### src/pkg/tx_tune_pkg.sv
// Constants and types shared by the transmit tuning block
package tx_tune_pkg;

   ////////////////////////////////////////////////////////////////////////////
   // Register map, byte addresses
   localparam int          ADDR_W          = 12;
   localparam logic [11:0] RETRY_ADDR      = 12'h008;
   localparam logic [11:0] STATUS_ADDR     = 12'ha80;
   localparam logic [11:0] CTRL_SET_ADDR   = 12'ha88;
   localparam logic [11:0] CTRL_CLR_ADDR   = 12'ha8c;

   ////////////////////////////////////////////////////////////////////////////
   // Control word layout
   localparam logic [31:0] CTRL_RESET      = 32'h0000_1000;
   localparam logic [31:0] CTRL_WMASK      = 32'h0000_3582;
   localparam int          THR_LSB         = 12;
   localparam int          MPEG_BIT        = 10;
   localparam int          DV_BIT          = 8;
   localparam int          PRIO_BIT        = 7;
   localparam int          ACCEL_BIT       = 1;
   localparam logic [3:0]  RETRY_RESET     = 4'h0;

   ////////////////////////////////////////////////////////////////////////////
   // Status word layout
   localparam int          ST_SEND_BIT     = 0;
   localparam int          ST_DROP_BIT     = 1;
   localparam int          ST_RETRY_BIT    = 2;
   localparam int          ST_SFWD_BIT     = 3;
   localparam int          ST_LOADED_LSB   = 16;

   ////////////////////////////////////////////////////////////////////////////
   // Threshold codes and byte counts
   localparam logic [1:0]  THR_STORE_FWD   = 2'h0;
   localparam logic [1:0]  THR_1K7         = 2'h1;
   localparam logic [1:0]  THR_1K          = 2'h2;
   localparam logic [1:0]  THR_512         = 2'h3;
   localparam logic [12:0] THR_2K_BYTES    = 13'h0800;
   localparam logic [12:0] THR_1K7_BYTES   = 13'h06cc;
   localparam logic [12:0] THR_1K_BYTES    = 13'h0400;
   localparam logic [12:0] THR_512_BYTES   = 13'h0200;
   localparam logic [12:0] BYTES_PER_WORD  = 13'h0004;
   localparam logic [12:0] LOADED_MAX      = 13'h1fff;

   ////////////////////////////////////////////////////////////////////////////
   // Stream format codes
   localparam logic [5:0]  FORMAT_MPEG     = 6'h20;
   localparam logic [5:0]  FORMAT_DV       = 6'h00;

   typedef enum {GATE_IDLE, GATE_SEND, GATE_DROP} gate_e;

endpackage

### src/core/tx_fifo.sv
// Word FIFO between host fill side and transmit drain side
`timescale 1ns/1ps
`default_nettype none

module tx_fifo #(
   parameter int WIDTH = 33,
   parameter int DEPTH = 4
) (
   input  wire logic             mclk_in,
   input  wire logic             resetn_in,
   input  wire logic [WIDTH-1:0] in_data_in,
   input  wire logic             in_valid_in,
   output logic                  in_ready_out,
   output logic [WIDTH-1:0]      out_data_out,
   output logic                  out_valid_out,
   input  wire logic             out_ready_in,
   output logic                  full_out
);
   localparam int AW = (DEPTH > 1) ? $clog2(DEPTH) : 1;

   typedef struct packed {
      logic [DEPTH-1:0][WIDTH-1:0] mem;
      logic [AW-1:0]               wptr;
      logic [AW-1:0]               rptr;
      logic [AW:0]                 count;
      logic                        ready;
      logic                        valid;
   } fifo_s;

   fifo_s r_reg;
   fifo_s r_next;
   logic  push;
   logic  pop;

   ////////////////////////////////////////////////////////////////////////////
   // Next state
   always_comb begin
      r_next = r_reg;
      push   = in_valid_in && r_reg.ready;
      pop    = out_ready_in && r_reg.valid;
      if (push) begin
         r_next.mem[r_reg.wptr] = in_data_in;
         r_next.wptr = (r_reg.wptr == AW'(DEPTH - 1)) ? '0 : r_reg.wptr + 1'b1;
      end
      if (pop) begin
         r_next.rptr = (r_reg.rptr == AW'(DEPTH - 1)) ? '0 : r_reg.rptr + 1'b1;
      end
      if (push && !pop) begin
         r_next.count = r_reg.count + 1'b1;
      end else if (pop && !push) begin
         r_next.count = r_reg.count - 1'b1;
      end
      r_next.ready = (r_next.count != (AW+1)'(DEPTH));
      r_next.valid = (r_next.count != '0);
   end

   always_ff @(posedge mclk_in or negedge resetn_in) begin
      if (!resetn_in) begin
         r_reg <= '0;
      end else begin
         r_reg <= r_next;
      end
   end

   assign in_ready_out  = r_reg.ready;
   assign out_valid_out = r_reg.valid;
   assign out_data_out  = r_reg.mem[r_reg.rptr];
   assign full_out      = !r_reg.ready;

endmodule

`default_nettype wire

### src/core/tx_start_gate.sv
// Start decision for one packet from threshold and fill state
`timescale 1ns/1ps
`default_nettype none

module tx_start_gate (
   input  wire logic [1:0]  thr_sel_in,
   input  wire logic        retry_mode_in,
   input  wire logic        retries_zero_in,
   input  wire logic [12:0] loaded_bytes_in,
   input  wire logic        eop_pending_in,
   input  wire logic        fifo_valid_in,
   input  wire logic        fifo_full_in,
   output logic             store_fwd_out,
   output logic             start_out
);
   // Threshold code to byte count
   function automatic logic [12:0] thr_bytes(input logic [1:0] sel);
      logic [12:0] b;
      b = tx_tune_pkg::THR_2K_BYTES;
      case (sel)
         tx_tune_pkg::THR_1K7: b = tx_tune_pkg::THR_1K7_BYTES;
         tx_tune_pkg::THR_1K:  b = tx_tune_pkg::THR_1K_BYTES;
         tx_tune_pkg::THR_512: b = tx_tune_pkg::THR_512_BYTES;
         default:              b = tx_tune_pkg::THR_2K_BYTES;
      endcase
      return b;
   endfunction

   always_comb begin
      store_fwd_out = (thr_sel_in == tx_tune_pkg::THR_STORE_FWD)
                      || retry_mode_in
                      || retries_zero_in;
      start_out = fifo_valid_in
                  && (eop_pending_in
                      || (!store_fwd_out
                          && ((loaded_bytes_in >= thr_bytes(thr_sel_in))
                              || fifo_full_in)));
   end

endmodule

`default_nettype wire

### src/core/tx_tuning.sv
// Async transmit threshold gate with enhancement control word
//
// The implementer's own choices: the placing of the registers and the plain strobed port.
`timescale 1ns/1ps
`default_nettype none

module tx_tuning #(
   parameter int RETRY_W    = 4,
   parameter int FIFO_DEPTH = 4
) (
   input  wire logic                           mclk_in,
   input  wire logic                           resetn_in,
   input  wire logic [tx_tune_pkg::ADDR_W-1:0] reg_addr_in,
   input  wire logic [31:0]                    reg_wdata_in,
   input  wire logic                           reg_wr_in,
   input  wire logic                           reg_rd_in,
   output logic      [31:0]                    reg_rdata_out,
   input  wire logic [31:0]                    host_data_in,
   input  wire logic                           host_valid_in,
   input  wire logic                           host_last_in,
   output logic                                host_ready_out,
   output logic      [31:0]                    tx_data_out,
   output logic                                tx_valid_out,
   output logic                                tx_last_out,
   input  wire logic                           tx_ready_in,
   output logic                                tx_underrun_out,
   input  wire logic [5:0]                     stream_format_code_in,
   output logic                                mpeg_stamp_apply_out,
   output logic                                dv_stamp_apply_out,
   output logic                                priority_arb_out,
   output logic                                accel_notice_out
);
   localparam int EW = $clog2(FIFO_DEPTH + 1);

   typedef struct packed {
      logic [31:0]         ctrl;
      logic [RETRY_W-1:0]  retries;
      logic [31:0]         rdata;
      tx_tune_pkg::gate_e  gate;
      logic                retry_mode;
      logic [12:0]         loaded;
      logic [EW-1:0]       eop_cnt;
      logic [31:0]         tx_data;
      logic                tx_valid;
      logic                tx_last;
      logic                tx_err;
      logic                mpeg_apply;
      logic                dv_apply;
      logic                prio;
      logic                accel;
   } state_s;

   state_s      r_reg;
   state_s      r_next;
   logic [32:0] fifo_out;
   logic        fifo_valid;
   logic        fifo_ready;
   logic        fifo_full;
   logic        fifo_pop;
   logic        push;
   logic        pop_fire;
   logic        store_fwd;
   logic        start;

   // Status word from current gate state
   function automatic logic [31:0] status_word(input state_s s, input logic sf);
      logic [31:0] w;
      w = 32'h0000_0000;
      w[tx_tune_pkg::ST_SEND_BIT]  = (s.gate == tx_tune_pkg::GATE_SEND);
      w[tx_tune_pkg::ST_DROP_BIT]  = (s.gate == tx_tune_pkg::GATE_DROP);
      w[tx_tune_pkg::ST_RETRY_BIT] = s.retry_mode;
      w[tx_tune_pkg::ST_SFWD_BIT]  = sf;
      w[tx_tune_pkg::ST_LOADED_LSB +: 13] = s.loaded;
      return w;
   endfunction

   ////////////////////////////////////////////////////////////////////////////
   // Data buffer and start decision
   tx_fifo #(
      .WIDTH (33),
      .DEPTH (FIFO_DEPTH)
   ) u_fifo (
      .mclk_in       (mclk_in),
      .resetn_in     (resetn_in),
      .in_data_in    ({host_last_in, host_data_in}),
      .in_valid_in   (host_valid_in),
      .in_ready_out  (fifo_ready),
      .out_data_out  (fifo_out),
      .out_valid_out (fifo_valid),
      .out_ready_in  (fifo_pop),
      .full_out      (fifo_full)
   );

   tx_start_gate u_gate (
      .thr_sel_in      (r_reg.ctrl[tx_tune_pkg::THR_LSB +: 2]),
      .retry_mode_in   (r_reg.retry_mode),
      .retries_zero_in (r_reg.retries == '0),
      .loaded_bytes_in (r_reg.loaded),
      .eop_pending_in  (r_reg.eop_cnt != '0),
      .fifo_valid_in   (fifo_valid),
      .fifo_full_in    (fifo_full),
      .store_fwd_out   (store_fwd),
      .start_out       (start)
   );

   ////////////////////////////////////////////////////////////////////////////
   // Next state
   always_comb begin
      r_next   = r_reg;
      push     = host_valid_in && fifo_ready;
      fifo_pop = ((r_reg.gate == tx_tune_pkg::GATE_SEND)
                  && (!r_reg.tx_valid || tx_ready_in))
                 || (r_reg.gate == tx_tune_pkg::GATE_DROP);
      pop_fire = fifo_pop && fifo_valid;

      // Register writes
      if (reg_wr_in) begin
         if (reg_addr_in == tx_tune_pkg::CTRL_SET_ADDR) begin
            r_next.ctrl = r_reg.ctrl | (reg_wdata_in & tx_tune_pkg::CTRL_WMASK);
         end else if (reg_addr_in == tx_tune_pkg::CTRL_CLR_ADDR) begin
            r_next.ctrl = r_reg.ctrl & ~(reg_wdata_in & tx_tune_pkg::CTRL_WMASK);
         end else if (reg_addr_in == tx_tune_pkg::RETRY_ADDR) begin
            r_next.retries = reg_wdata_in[RETRY_W-1:0];
         end
      end

      // Register reads, data in the following cycle
      r_next.rdata = 32'h0000_0000;
      if (reg_rd_in) begin
         if (reg_addr_in == tx_tune_pkg::CTRL_SET_ADDR) begin
            r_next.rdata = r_reg.ctrl;
         end else if (reg_addr_in == tx_tune_pkg::CTRL_CLR_ADDR) begin
            r_next.rdata = r_reg.ctrl;
         end else if (reg_addr_in == tx_tune_pkg::RETRY_ADDR) begin
            r_next.rdata = 32'(r_reg.retries);
         end else if (reg_addr_in == tx_tune_pkg::STATUS_ADDR) begin
            r_next.rdata = status_word(r_reg, store_fwd);
         end
      end

      // Per-packet loaded byte count
      if (push) begin
         if (host_last_in) begin
            r_next.loaded = 13'h0000;
         end else if (r_reg.loaded > tx_tune_pkg::LOADED_MAX - tx_tune_pkg::BYTES_PER_WORD) begin
            r_next.loaded = tx_tune_pkg::LOADED_MAX;
         end else begin
            r_next.loaded = r_reg.loaded + tx_tune_pkg::BYTES_PER_WORD;
         end
      end

      // End tokens held in the buffer
      if ((push && host_last_in) && !(pop_fire && fifo_out[32])) begin
         r_next.eop_cnt = r_reg.eop_cnt + 1'b1;
      end else if (!(push && host_last_in) && (pop_fire && fifo_out[32])) begin
         r_next.eop_cnt = r_reg.eop_cnt - 1'b1;
      end

      // Transmit stage and gate
      r_next.tx_err = 1'b0;
      if (tx_ready_in) begin
         r_next.tx_valid = 1'b0;
      end
      case (r_reg.gate)
         tx_tune_pkg::GATE_IDLE: begin
            if (start) begin
               r_next.gate = tx_tune_pkg::GATE_SEND;
            end
         end
         tx_tune_pkg::GATE_SEND: begin
            if (pop_fire) begin
               r_next.tx_data  = fifo_out[31:0];
               r_next.tx_last  = fifo_out[32];
               r_next.tx_valid = 1'b1;
               if (fifo_out[32]) begin
                  r_next.gate       = tx_tune_pkg::GATE_IDLE;
                  r_next.retry_mode = 1'b0;
               end
            end else if (tx_ready_in) begin
               r_next.tx_err     = 1'b1;
               r_next.retry_mode = 1'b1;
               r_next.gate       = tx_tune_pkg::GATE_DROP;
            end
         end
         tx_tune_pkg::GATE_DROP: begin
            if (pop_fire && fifo_out[32]) begin
               r_next.gate = tx_tune_pkg::GATE_IDLE;
            end
         end
         default: begin
            r_next.gate = tx_tune_pkg::GATE_IDLE;
         end
      endcase

      // Enhancement enables
      r_next.mpeg_apply = r_reg.ctrl[tx_tune_pkg::MPEG_BIT]
                          && (stream_format_code_in == tx_tune_pkg::FORMAT_MPEG);
      r_next.dv_apply   = r_reg.ctrl[tx_tune_pkg::DV_BIT]
                          && (stream_format_code_in == tx_tune_pkg::FORMAT_DV);
      r_next.prio       = r_reg.ctrl[tx_tune_pkg::PRIO_BIT];
      r_next.accel      = r_reg.ctrl[tx_tune_pkg::ACCEL_BIT];
   end

   ////////////////////////////////////////////////////////////////////////////
   // State register
   always_ff @(posedge mclk_in or negedge resetn_in) begin
      if (!resetn_in) begin
         r_reg         <= '0;
         r_reg.ctrl    <= tx_tune_pkg::CTRL_RESET;
         r_reg.retries <= RETRY_W'(tx_tune_pkg::RETRY_RESET);
         r_reg.gate    <= tx_tune_pkg::GATE_IDLE;
      end else begin
         r_reg <= r_next;
      end
   end

   assign reg_rdata_out        = r_reg.rdata;
   assign host_ready_out       = fifo_ready;
   assign tx_data_out          = r_reg.tx_data;
   assign tx_valid_out         = r_reg.tx_valid;
   assign tx_last_out          = r_reg.tx_last;
   assign tx_underrun_out      = r_reg.tx_err;
   assign mpeg_stamp_apply_out = r_reg.mpeg_apply;
   assign dv_stamp_apply_out   = r_reg.dv_apply;
   assign priority_arb_out     = r_reg.prio;
   assign accel_notice_out     = r_reg.accel;

endmodule

`default_nettype wire

### config.mk
export PLATFORM = sky130hd
export DESIGN_NAME = tx_tuning
export DESIGN_NICKNAME = d
export VERILOG_FILES = /design/src/pkg/tx_tune_pkg.sv /design/src/core/tx_fifo.sv /design/src/core/tx_start_gate.sv /design/src/core/tx_tuning.sv
export SDC_FILE = /design/constraint.sdc
export NUM_CORES = 1
export LEC_CHECK = 0
export ABC_CLOCK_PERIOD_IN_PS = 2400
export BUFFER_PORTS_ARGS = -buffer_cell sky130_fd_sc_hd__buf_2
export CAP_MARGIN = 20
export CORE_MARGIN = 1
export CORE_UTILIZATION = 44
export CTS_CLUSTER_DIAMETER = 40
export DETAILED_ROUTE_END_ITERATION = 6
export PLACE_DENSITY = 0.67
export REMOVE_ABC_BUFFERS = 1
export SLEW_MARGIN = 20
export SYNTH_ARGS = -nofsm -noshare
export SYNTH_HDL_FRONTEND = slang
export SYNTH_SLANG_ARGS = --single-unit
export TNS_END_PERCENT = 1
### constraint.sdc
create_clock -name mclk_in -period 2.4 [get_ports mclk_in]
set_input_delay 0.12 -clock mclk_in [delete_from_list [all_inputs] [get_ports mclk_in]]
set_output_delay 0.12 -clock mclk_in [all_outputs]
set_load 0.005 [all_outputs]
==> flow_metrics.tcl, run 1 <==
set metrics [dict create \
    post-route-period-util_pct 94.3 \
    wl_um 20600 \
    worstPathRequired_ns 2.81 \
    path_class "reg2reg" \
    nets 1008 \
    cp-end-kind "flop" \
    rr_endpoint "r_reg[41]$_DFFE_PN0P_" \
    rsz0062_at_grt "false" \
    synth_edf_count 0 \
    hp-class "in2reg" \
    fin_skew_ns 0.0151 \
    fillerInstances 1967 \
    dp_slack_ns 0.143 \
    drc 0 \
    setup.worst_path.start "u_fifo.r_reg[5]$_DFFE_PN0P_" \
    core_area_mm2 0.0235 \
    grt_pass1_vias 6398 \
    postCtsSetupBuffers 0 \
    grt_usage_pct 17.5 \
    synth_cell_type_count 60 \
    first_pass_iters 4 \
    antenna_found_initial 0 \
    hpwl_um 12900 \
    worst_slack_ns 0.137 \
    slew_viol_final 0 \
    drtAntennaViolNets 0 \
    power_density_mw_per_mm2 1280 \
    drive_above_1_share_pct 46.0 \
    worst-r2r-setup-slack_ns 0.14 \
    synth_top_flop_cell "dfrtp_1" \
    avgRoutedWirePerCell_um 16.5 \
    fp.dieArea_mm2 0.0245 \
    start_kind "flop" \
    slowest_delay_ns 0.49 \
    drv_cap 0 \
    endpoint "r_reg[41]$_DFFE_PN0P_" \
    holdWs_ns 0.0380 \
    area_delta_synth_final_pct 22.4 \
    multiInputGateArea_mm2 0.00409 \
    syn-cell-area_mm2 0.0105 \
    rows 56 \
    vias_per_cell 5.07 \
    placed_area_mm2 0.0112 \
    cts_tree "yes" \
    initialDrtViolationCount 210 \
    syn_inst 746 \
    fmax_mhz 442 \
    worst_slew_pin_slew_ns 0.741 \
    path_cells "mux4_2 > and3_4 > inv_1 > ha_2 > inv_1 > fa_1 > xor2_1 > nor2_1 > xor2_1" \
    ys_async_sr_fraction_pct 100 \
    instances_no_fill 1242 \
    clk_pin_slew_ns 0.05 \
    syn_area_per_cell_um2 14.1 \
    die_w_um 157 \
    setup_viol 0 \
    h-tree-depth 2 \
    initial_utilization_pct 44.8 \
    routabilityCongestion 0.767 \
    clock_latency_ns 0.49 \
    slew_headroom_pct 50.6 \
    p_total_mw 16.5 \
    vias 6293 \
    fin_crit_ns 2.26 \
    power.leakage_nw 6.00 \
    path_max_fanout 3 \
    dpl.cell_count 1126 \
    cts.sinks 229 \
    cp.arrival_ns 2.68 \
    final_area_mm2 0.0129 \
    grt_pass1_wl_um 33400 \
    ys_seq_area_share_pct 54.5 \
    num_io_pins 161 \
    numCtsBuffers 35 \
    diodes 0 \
    hold_viol_final 0 \
    grt_max_degree 64 \
    gr-total-overflow 0 \
    setup_tns_ns 0 \
    reg2regPathDepth 9 \
    cts_max_path_buffers 3 \
    seq_area_mm2 0.00573 \
    ir_drop_mv 1.01 \
    fin_util_pct 54.8 \
    cts_root_buffer "clkbuf_16" \
    yosys_warnings 0 \
    die_h_um 157 \
    largest_register_ffs 139 \
    ys_ff_latch 229 \
    port_buffers 127 \
    status "completed" \
    rr_startpoint "u_fifo.r_reg[5]$_DFFE_PN0P_" \
    cpMaxStageDelayCell "mux4_2" \
]
[cell usage after synthesis, drive strengths merged, types with 6 or more instances]
library cell    n  area (µm²)
ha             21         263
a31oi           6        37.5
mux2          170        1910
a21oi           6        30.0
dfrtp         228        5710
nor3           11        70.1
and2           21         134
buf            87         614
mux2i           9        90.1
nor2           15        56.3
and3           12        77.6
nand2          31         119
mux4           33         743
inv            20        75.1
o21ai           8        40.0
clkbuf          8        50.1
[worst min path at each step]
stage,startpoint,to,slack (ns),cells after the start
detailed placement,resetn_in,r_reg[49]$_DFFE_PN0P_,0.05,1
CTS,host_last_in,u_fifo.r_reg[140]$_DFFE_PN0P_,0.003,2
global placement,resetn_in,reg_rdata_out[23]$_DFF_PN0_,0.05,1
floorplan,resetn_in,asynchronous set/reset pin,-0.18,0
global route,host_last_in,u_fifo.r_reg[140]$_DFFE_PN0P_,0.03,2
finish,reg_addr_in[3],reg_rdata_out[0]$_DFF_PN0_,0.04,4
[where the power goes]
group | internal, mW | switching [mW]
clock | 3.23 | 1.78
sequential | 5.47 | 0.788
combinational | 3.19 | 2.03
[cells in the final DEF, fill, tap and decap left out, drive strengths merged, types with 6 or more instances in the layout]
cell type,instances
a21oi,6
nor3,11
ha,21
dlygate4sd3,53
mux2i,9
nor2,15
mux2,170
dfrtp,228
nand2,31
mux4,33
clkinv,6
clkbuf,46
inv,26
o21ai,8
and2,21
and3,12
conb,10
buf,147
a31oi,6
[timing repair]
item / in CTS / in global routing
endpoints found under the setup margin: 0 / 1
resized for setup: 0 / 2
hold buffers: 53 / 0
hold endpoints to repair: 375 / 0
[per-layer routing]
metal	share of wire (%)	track usage, %	vias up
met3	5.5	4.43	33
met4	1.8	5.56	0
met2	47	29.0	155
met1	45	22.5	3187
li1	-	-	2918
met5	0	0	-
[final cells by class]
type | count | area share (%)
sequential | 229 | 44.6
multi-input combinational | 411 | 31.7
timing repair buffer | 200 | 10.9
clock buffer | 46 | 7.61
tap | 319 | 3.10
clock inverter | 17 | 1.51
inverter | 20 | 0.583
[worst max-delay path, delay by kind of cell (launching register included)]
family | cells | cell delay [ns]
adder cells (fa/ha/maj) | 2 | 0.55
multiplexers | 1 | 0.49
flip-flops | 1 | 0.36
AND/OR/NAND/NOR | 2 | 0.33
XOR/XNOR | 2 | 0.32
buffers and inverters | 2 | 0.12
[logic make-up (layout without fill, tap and decap cells)]
logic type,Yosys count,in the layout,share of synthesized area [%]
multiplexers,212,212,26.1
AO/OA/AOI/OAI,42,42,2.75
adder cells (fa/ha/maj),22,22,2.69
AND/OR/NAND/NOR,119,119,6.35
XOR/XNOR,6,6,0.500
other,1,10,0.0357
buffers and inverters,115,283,7.03
flip-flops,229,229,54.5
No activity file was read; power rests on OpenSTA's default activity.
==> inputs of run 2 (changes only) <==
Settings changed: MAX_ROUTING_LAYER set to met4.
==> run 2 against run 1 <==
Net effect: power about the same; design area unchanged; fmax barely moved; non-clock buffer count did not move; flip-flop and latch count unchanged; critical path depth unchanged; largest cell class unchanged; critical endpoint unchanged; via count up 0.32%; sequential power barely moved; combinational power is essentially flat.
==> flow_metrics.tcl, run 2 (synthesis gave the netlist of run 1 again) <==
set metrics [dict create \
    reg2regPathDepth 9 \
    path_class "reg2reg" \
    post-route-period-util_pct 94.4 \
    area_delta_synth_final_pct 22.4 \
    status "completed" \
    dr_wl_met2_um 9790 \
    fin_util_pct 54.8 \
    numCtsBuffers 35 \
    cts_max_path_buffers 3 \
    vias_per_cell 5.08 \
    path_max_fanout 3 \
    fin_skew_ns 0.0165 \
    wl_um 20600 \
    cts.sinks 229 \
    rr_startpoint "u_fifo.r_reg[5]$_DFFE_PN0P_" \
    min-delay-start "host_last_in" \
    grt_pass1_wl_um 33400 \
    cpMaxStageDelayCell "mux4_2" \
    worst_slew_pin_slew_ns 0.738 \
    hpwl_um 12900 \
    initialDrtViolationCount 229 \
    nets 1008 \
    mostFrequentLayoutCell "dfrtp_1" \
    drc 0 \
    grt_usage_pct 18.1 \
    worstPathRequired_ns 2.81 \
    cts_tree "yes" \
    port_buffers 127 \
    clock_latency_ns 0.49 \
    fmax_mhz 442 \
    routabilityCongestion 0.777 \
    grt_pass1_vias 6401 \
    setup_tns_ns 0 \
    die_w_um 157 \
    path_cells "mux4_2 > and3_4 > inv_1 > ha_2 > inv_1 > fa_1 > xor2_1 > nor2_1 > xor2_1" \
    core_area_mm2 0.0235 \
    first_pass_iters 4 \
    setup_viol 0 \
    worst_slack_ns 0.135 \
    rr_endpoint "r_reg[41]$_DFFE_PN0P_" \
    rows 56 \
    hold_viol_final 0 \
    initial_utilization_pct 44.8 \
    vias 6313 \
    p_total_mw 16.5 \
    rsz0062_at_grt "false" \
    fp.dieArea_mm2 0.0245 \
    cts_root_buffer "clkbuf_16" \
    dpl.cell_count 1126 \
    worst-r2r-setup-slack_ns 0.14 \
    drive_above_1_share_pct 46.0 \
    gr-total-overflow 0 \
    diodes 0 \
    slew_viol_final 0 \
    largest_register_ffs 139 \
    grt_max_degree 64 \
    ir_drop_mv 1.01 \
    die_h_um 157 \
    setup.worst_path.start "u_fifo.r_reg[5]$_DFFE_PN0P_" \
    hold-path-endpoint "u_fifo.r_reg[140]$_DFFE_PN0P_" \
    num_io_pins 161 \
    drtAntennaViolNets 0 \
    topRoutingLayerUsed "met4" \
    clk_pin_slew_ns 0.05 \
    h-tree-depth 2 \
    power_density_mw_per_mm2 1280 \
    slew_headroom_pct 50.8 \
    start_kind "flop" \
    dr_wl_met3_um 1220 \
    min_path_cells 2 \
    met1Wirelength_um 9270 \
    fin_crit_ns 2.26 \
    final_cell_mix "dfrtp_1, mux2_2, buf_2, dlygate4sd3_1, clkbuf_16" \
    cp-end-kind "flop" \
    drv_cap 0 \
    instances_no_fill 1242 \
    power.leakage_nw 6.00 \
    dp_slack_ns 0.143 \
    antenna_found_initial 0 \
    cp.arrival_ns 2.68 \
    hp-class "in2reg" \
    avgRoutedWirePerCell_um 16.6 \
    slowest_delay_ns 0.49 \
]
run 2: cell counts in the layout (fill, tap and decap cells not counted):
No cell type changed its count.
run 2: layer usage:
metal	track usage [%]	up-vias
met3	4.38	34
met2	29.0	166
met4	5.56	0
met5	-	-
met1	22.6	3193
li1	-	2920
run 2: where the power goes:
part           total (mW)  internal (mW)  switching (mW)
registers            6.26           5.47           0.791
clock network        5.02           3.23            1.79
logic                5.23           3.19            2.03
total                16.5           11.9            4.61
run 2: area by class of cell:
type,instances,area [µm²]
flip-flops and latches,229,5730
repair buffers,200,1400
multi-input cells,411,4090
fillers,1967,10600
clock buffers,46,980
well taps,319,399
clock inverters,17,194
inverters,20,75.1
run 2: repair_timing:
action                     CTS  global route
resized for setup            0             2
hold endpoints to repair   375             0
hold buffers                53             0
setup endpoints to repair    0             1
buffers inserted             0             0
run 2: worst max-delay path: cells and delay by family, from the launching register on:
family / cells / cell delay [ns]
buffers and inverters: 2 / 0.12
XOR/XNOR: 2 / 0.32
AND/OR/NAND/NOR: 2 / 0.33
adder cells (fa/ha/maj): 2 / 0.55
flip-flops: 1 / 0.36
multiplexers: 1 / 0.49
run 2: metrics by stage:
stage | hold slack (ns) | instance area, µm²
after global routing | 0.0273 | 12900
after detailed placement | 0.0469 | 11200
after global placement | 0.0452 | 11200
after floorplan | -0.176 | 9880
final | 0.0365 | 12900
after CTS | 0.00336 | 12900
run 2: worst max-delay path by stage:
| stage | to | slack (ns) |
|---|---|---|
| final | r_reg[41]$_DFFE_PN0P_ | 0.14 |
| after global routing | r_reg[41]$_DFFE_PN0P_ | 0.01 |
| after CTS | r_reg[41]$_DFFE_PN0P_ | 0.12 |
| after detailed placement | r_reg[41]$_DFFE_PN0P_ | 0.14 |
| after global placement | r_reg[41]$_DFFE_PN0P_ | 0.16 |
| after floorplan | r_reg[41]$_DFFE_PN0P_ | -1.03 |
==> inputs of run 3 (changes only) <==
Settings changed: CORE_ASPECT_RATIO set to 1.4.
==> run 3 against run 2 <==
Net effect: flip-flop and latch count did not move; clock power down 5.6%; final cell count is 1.6% lower; first-iteration DRC count fell by 24%; die area about the same; critical endpoint unchanged; global-route usage decreased by 0.052 points; sequential power is essentially flat; worst hold slack improved by 0.082 ns; count of clock-buffer cells in the layout down 8; highest routed layer unchanged.
==> flow_metrics.tcl, run 3 (synthesis gave the netlist of run 1 again) <==
set metrics [dict create \
    status "completed" \
    holdWs_ns 0.118 \
    mostFrequentLayoutCell "dfrtp_1" \
    initial_utilization_pct 45.0 \
    grt_pass1_wl_um 34200 \
    port_buffers 127 \
    wl_um 20900 \
    worst_slack_ns 0.162 \
    routabilityCongestion 0.803 \
    clk_pin_slew_ns 0.06 \
    drtAntennaViolNets 0 \
    cp-end-kind "flop" \
    clock_latency_ns 0.54 \
    dp_slack_ns 0.113 \
    h-tree-depth 1 \
    cts_max_path_buffers 3 \
    cts.sinks 229 \
    slew_headroom_pct 48.2 \
    grt_pass1_vias 6639 \
    fin_crit_ns 2.24 \
    diodes 0 \
    core_area_mm2 0.0234 \
    drc 0 \
    antenna_found_initial 0 \
    cp.arrival_ns 2.70 \
    post-route-period-util_pct 93.3 \
    drv_cap 0 \
    worstPathRequired_ns 2.86 \
    cts_root_buffer "clkbuf_16" \
    nets 1003 \
    final_cell_mix "dfrtp_1, mux2_2, buf_2, dlygate4sd3_1, mux4_2" \
    path_class "reg2reg" \
    vias 6248 \
    worst_slew_pin_slew_ns 0.767 \
    rsz0062_at_grt "false" \
    numCtsBuffers 30 \
    start_kind "flop" \
    ir_drop_mv 0.824 \
    instances_no_fill 1222 \
    fmax_mhz 447 \
    fillerInstances 1942 \
    largest_register_ffs 139 \
    num_io_pins 161 \
    slew_viol_final 0 \
    hp-class "in2reg" \
    die_h_um 185 \
    power.leakage_nw 5.95 \
    hpwl_um 13100 \
    gr-total-overflow 0 \
    area_delta_synth_final_pct 21.2 \
    grt_usage_pct 18.0 \
    vias_per_cell 5.11 \
    die_w_um 133 \
    first_pass_iters 4 \
    cts_tree "yes" \
    avgRoutedWirePerCell_um 17.1 \
    setup_viol 0 \
    rows 66 \
    hold_viol_final 0 \
    power_density_mw_per_mm2 1270 \
    initialDrtViolationCount 174 \
    drive_above_1_share_pct 46.1 \
    fp.dieArea_mm2 0.0245 \
    postCtsSetupBuffers 0 \
    fin_skew_ns 0.0126 \
    dpl.cell_count 1111 \
    path_max_fanout 3 \
    grt_max_degree 86 \
]
run 3: cell types whose count changed in the layout (fill, tap and decap cells not counted), sizes merged:
cell and delta:
buf -2, bufinv +2, clkbuf -8, clkinvlp -1, dlygate4sd3 +2
run 3: through the flow:
step                      setup TNS [ns]  cell area, µm²  total power, mW  util (%)
final                                  0           12700             16.2      54.5
after global routing                   0           12700             17.2      54.5
after CTS                              0           12700             16.4      54.5
after detailed placement               0           11100             11.5      47.5
after global placement                 0           11100             11.3      47.5
after floorplan                    -5.70            9880             9.91         -
run 3: cell type report:
cell class | instances | area [µm²] | area share [%]
Clock buffer | 38 | 822 | 6.45
Clock inverter | 18 | 256 | 2.01
Inverter | 20 | 75.1 | 0.589
Multi-Input combinational cell | 411 | 4090 | 32.1
Sequential cell | 229 | 5730 | 45.0
Tap cell | 306 | 383 | 3.00
Timing Repair Buffer | 200 | 1380 | 10.8
run 3: worst paths after layout:
kind	from	end	slack, ns	cells after the start
max in group asynchronous	resetn_in	asynchronous set/reset pin	1.45	3
worst min-delay path	reg_wr_in	r_reg[120]$_DFFE_PN0P_	0.12	3
worst min register to register	flop	priority_arb_out$_DFF_PN0_	0.40	0
worst max-delay path	u_fifo.r_reg[5]$_DFFE_PN0P_	r_reg[41]$_DFFE_PN0P_	0.16	9
worst max register to register	u_fifo.r_reg[5]$_DFFE_PN0P_	r_reg[41]$_DFFE_PN0P_	0.16	9
min in group asynchronous	resetn_in	reg_rdata_out[21]$_DFF_PN0_	0.19	2
run 3: layer usage:
metal  vias up  GRT usage, %  share of wire, %
met5         -             -                 0
met4         0          4.51               1.5
met3        31          2.96               4.5
met2       164          31.5                51
met1      3176          21.7                43
li1       2877             -                 -
run 3: timing repair:
item,CTS,global route
gates resized for setup,0,1
hold endpoints to repair,233,0
setup endpoints to repair,0,1
hold buffers,55,0
run 3: power by group:
| group | leakage, nW | switching, mW | internal, mW |
|---|---|---|---|
| clock | 0.527 | 1.75 | 3.00 |
| sequential | 2.78 | 0.794 | 5.47 |
| combinational | 2.65 | 2.05 | 3.14 |
| total | 5.95 | 4.59 | 11.6 |
run 3: critical path, cell delays in order, from the launching register on:
cell	delay, ns
dfrtp_2	0.36
mux4_2	0.49
and3_4	0.20
inv_1	0.07
ha_1	0.17
inv_1	0.06
fa_1	0.38
xor2_1	0.17
nor2_1	0.12
xor2_1	0.15
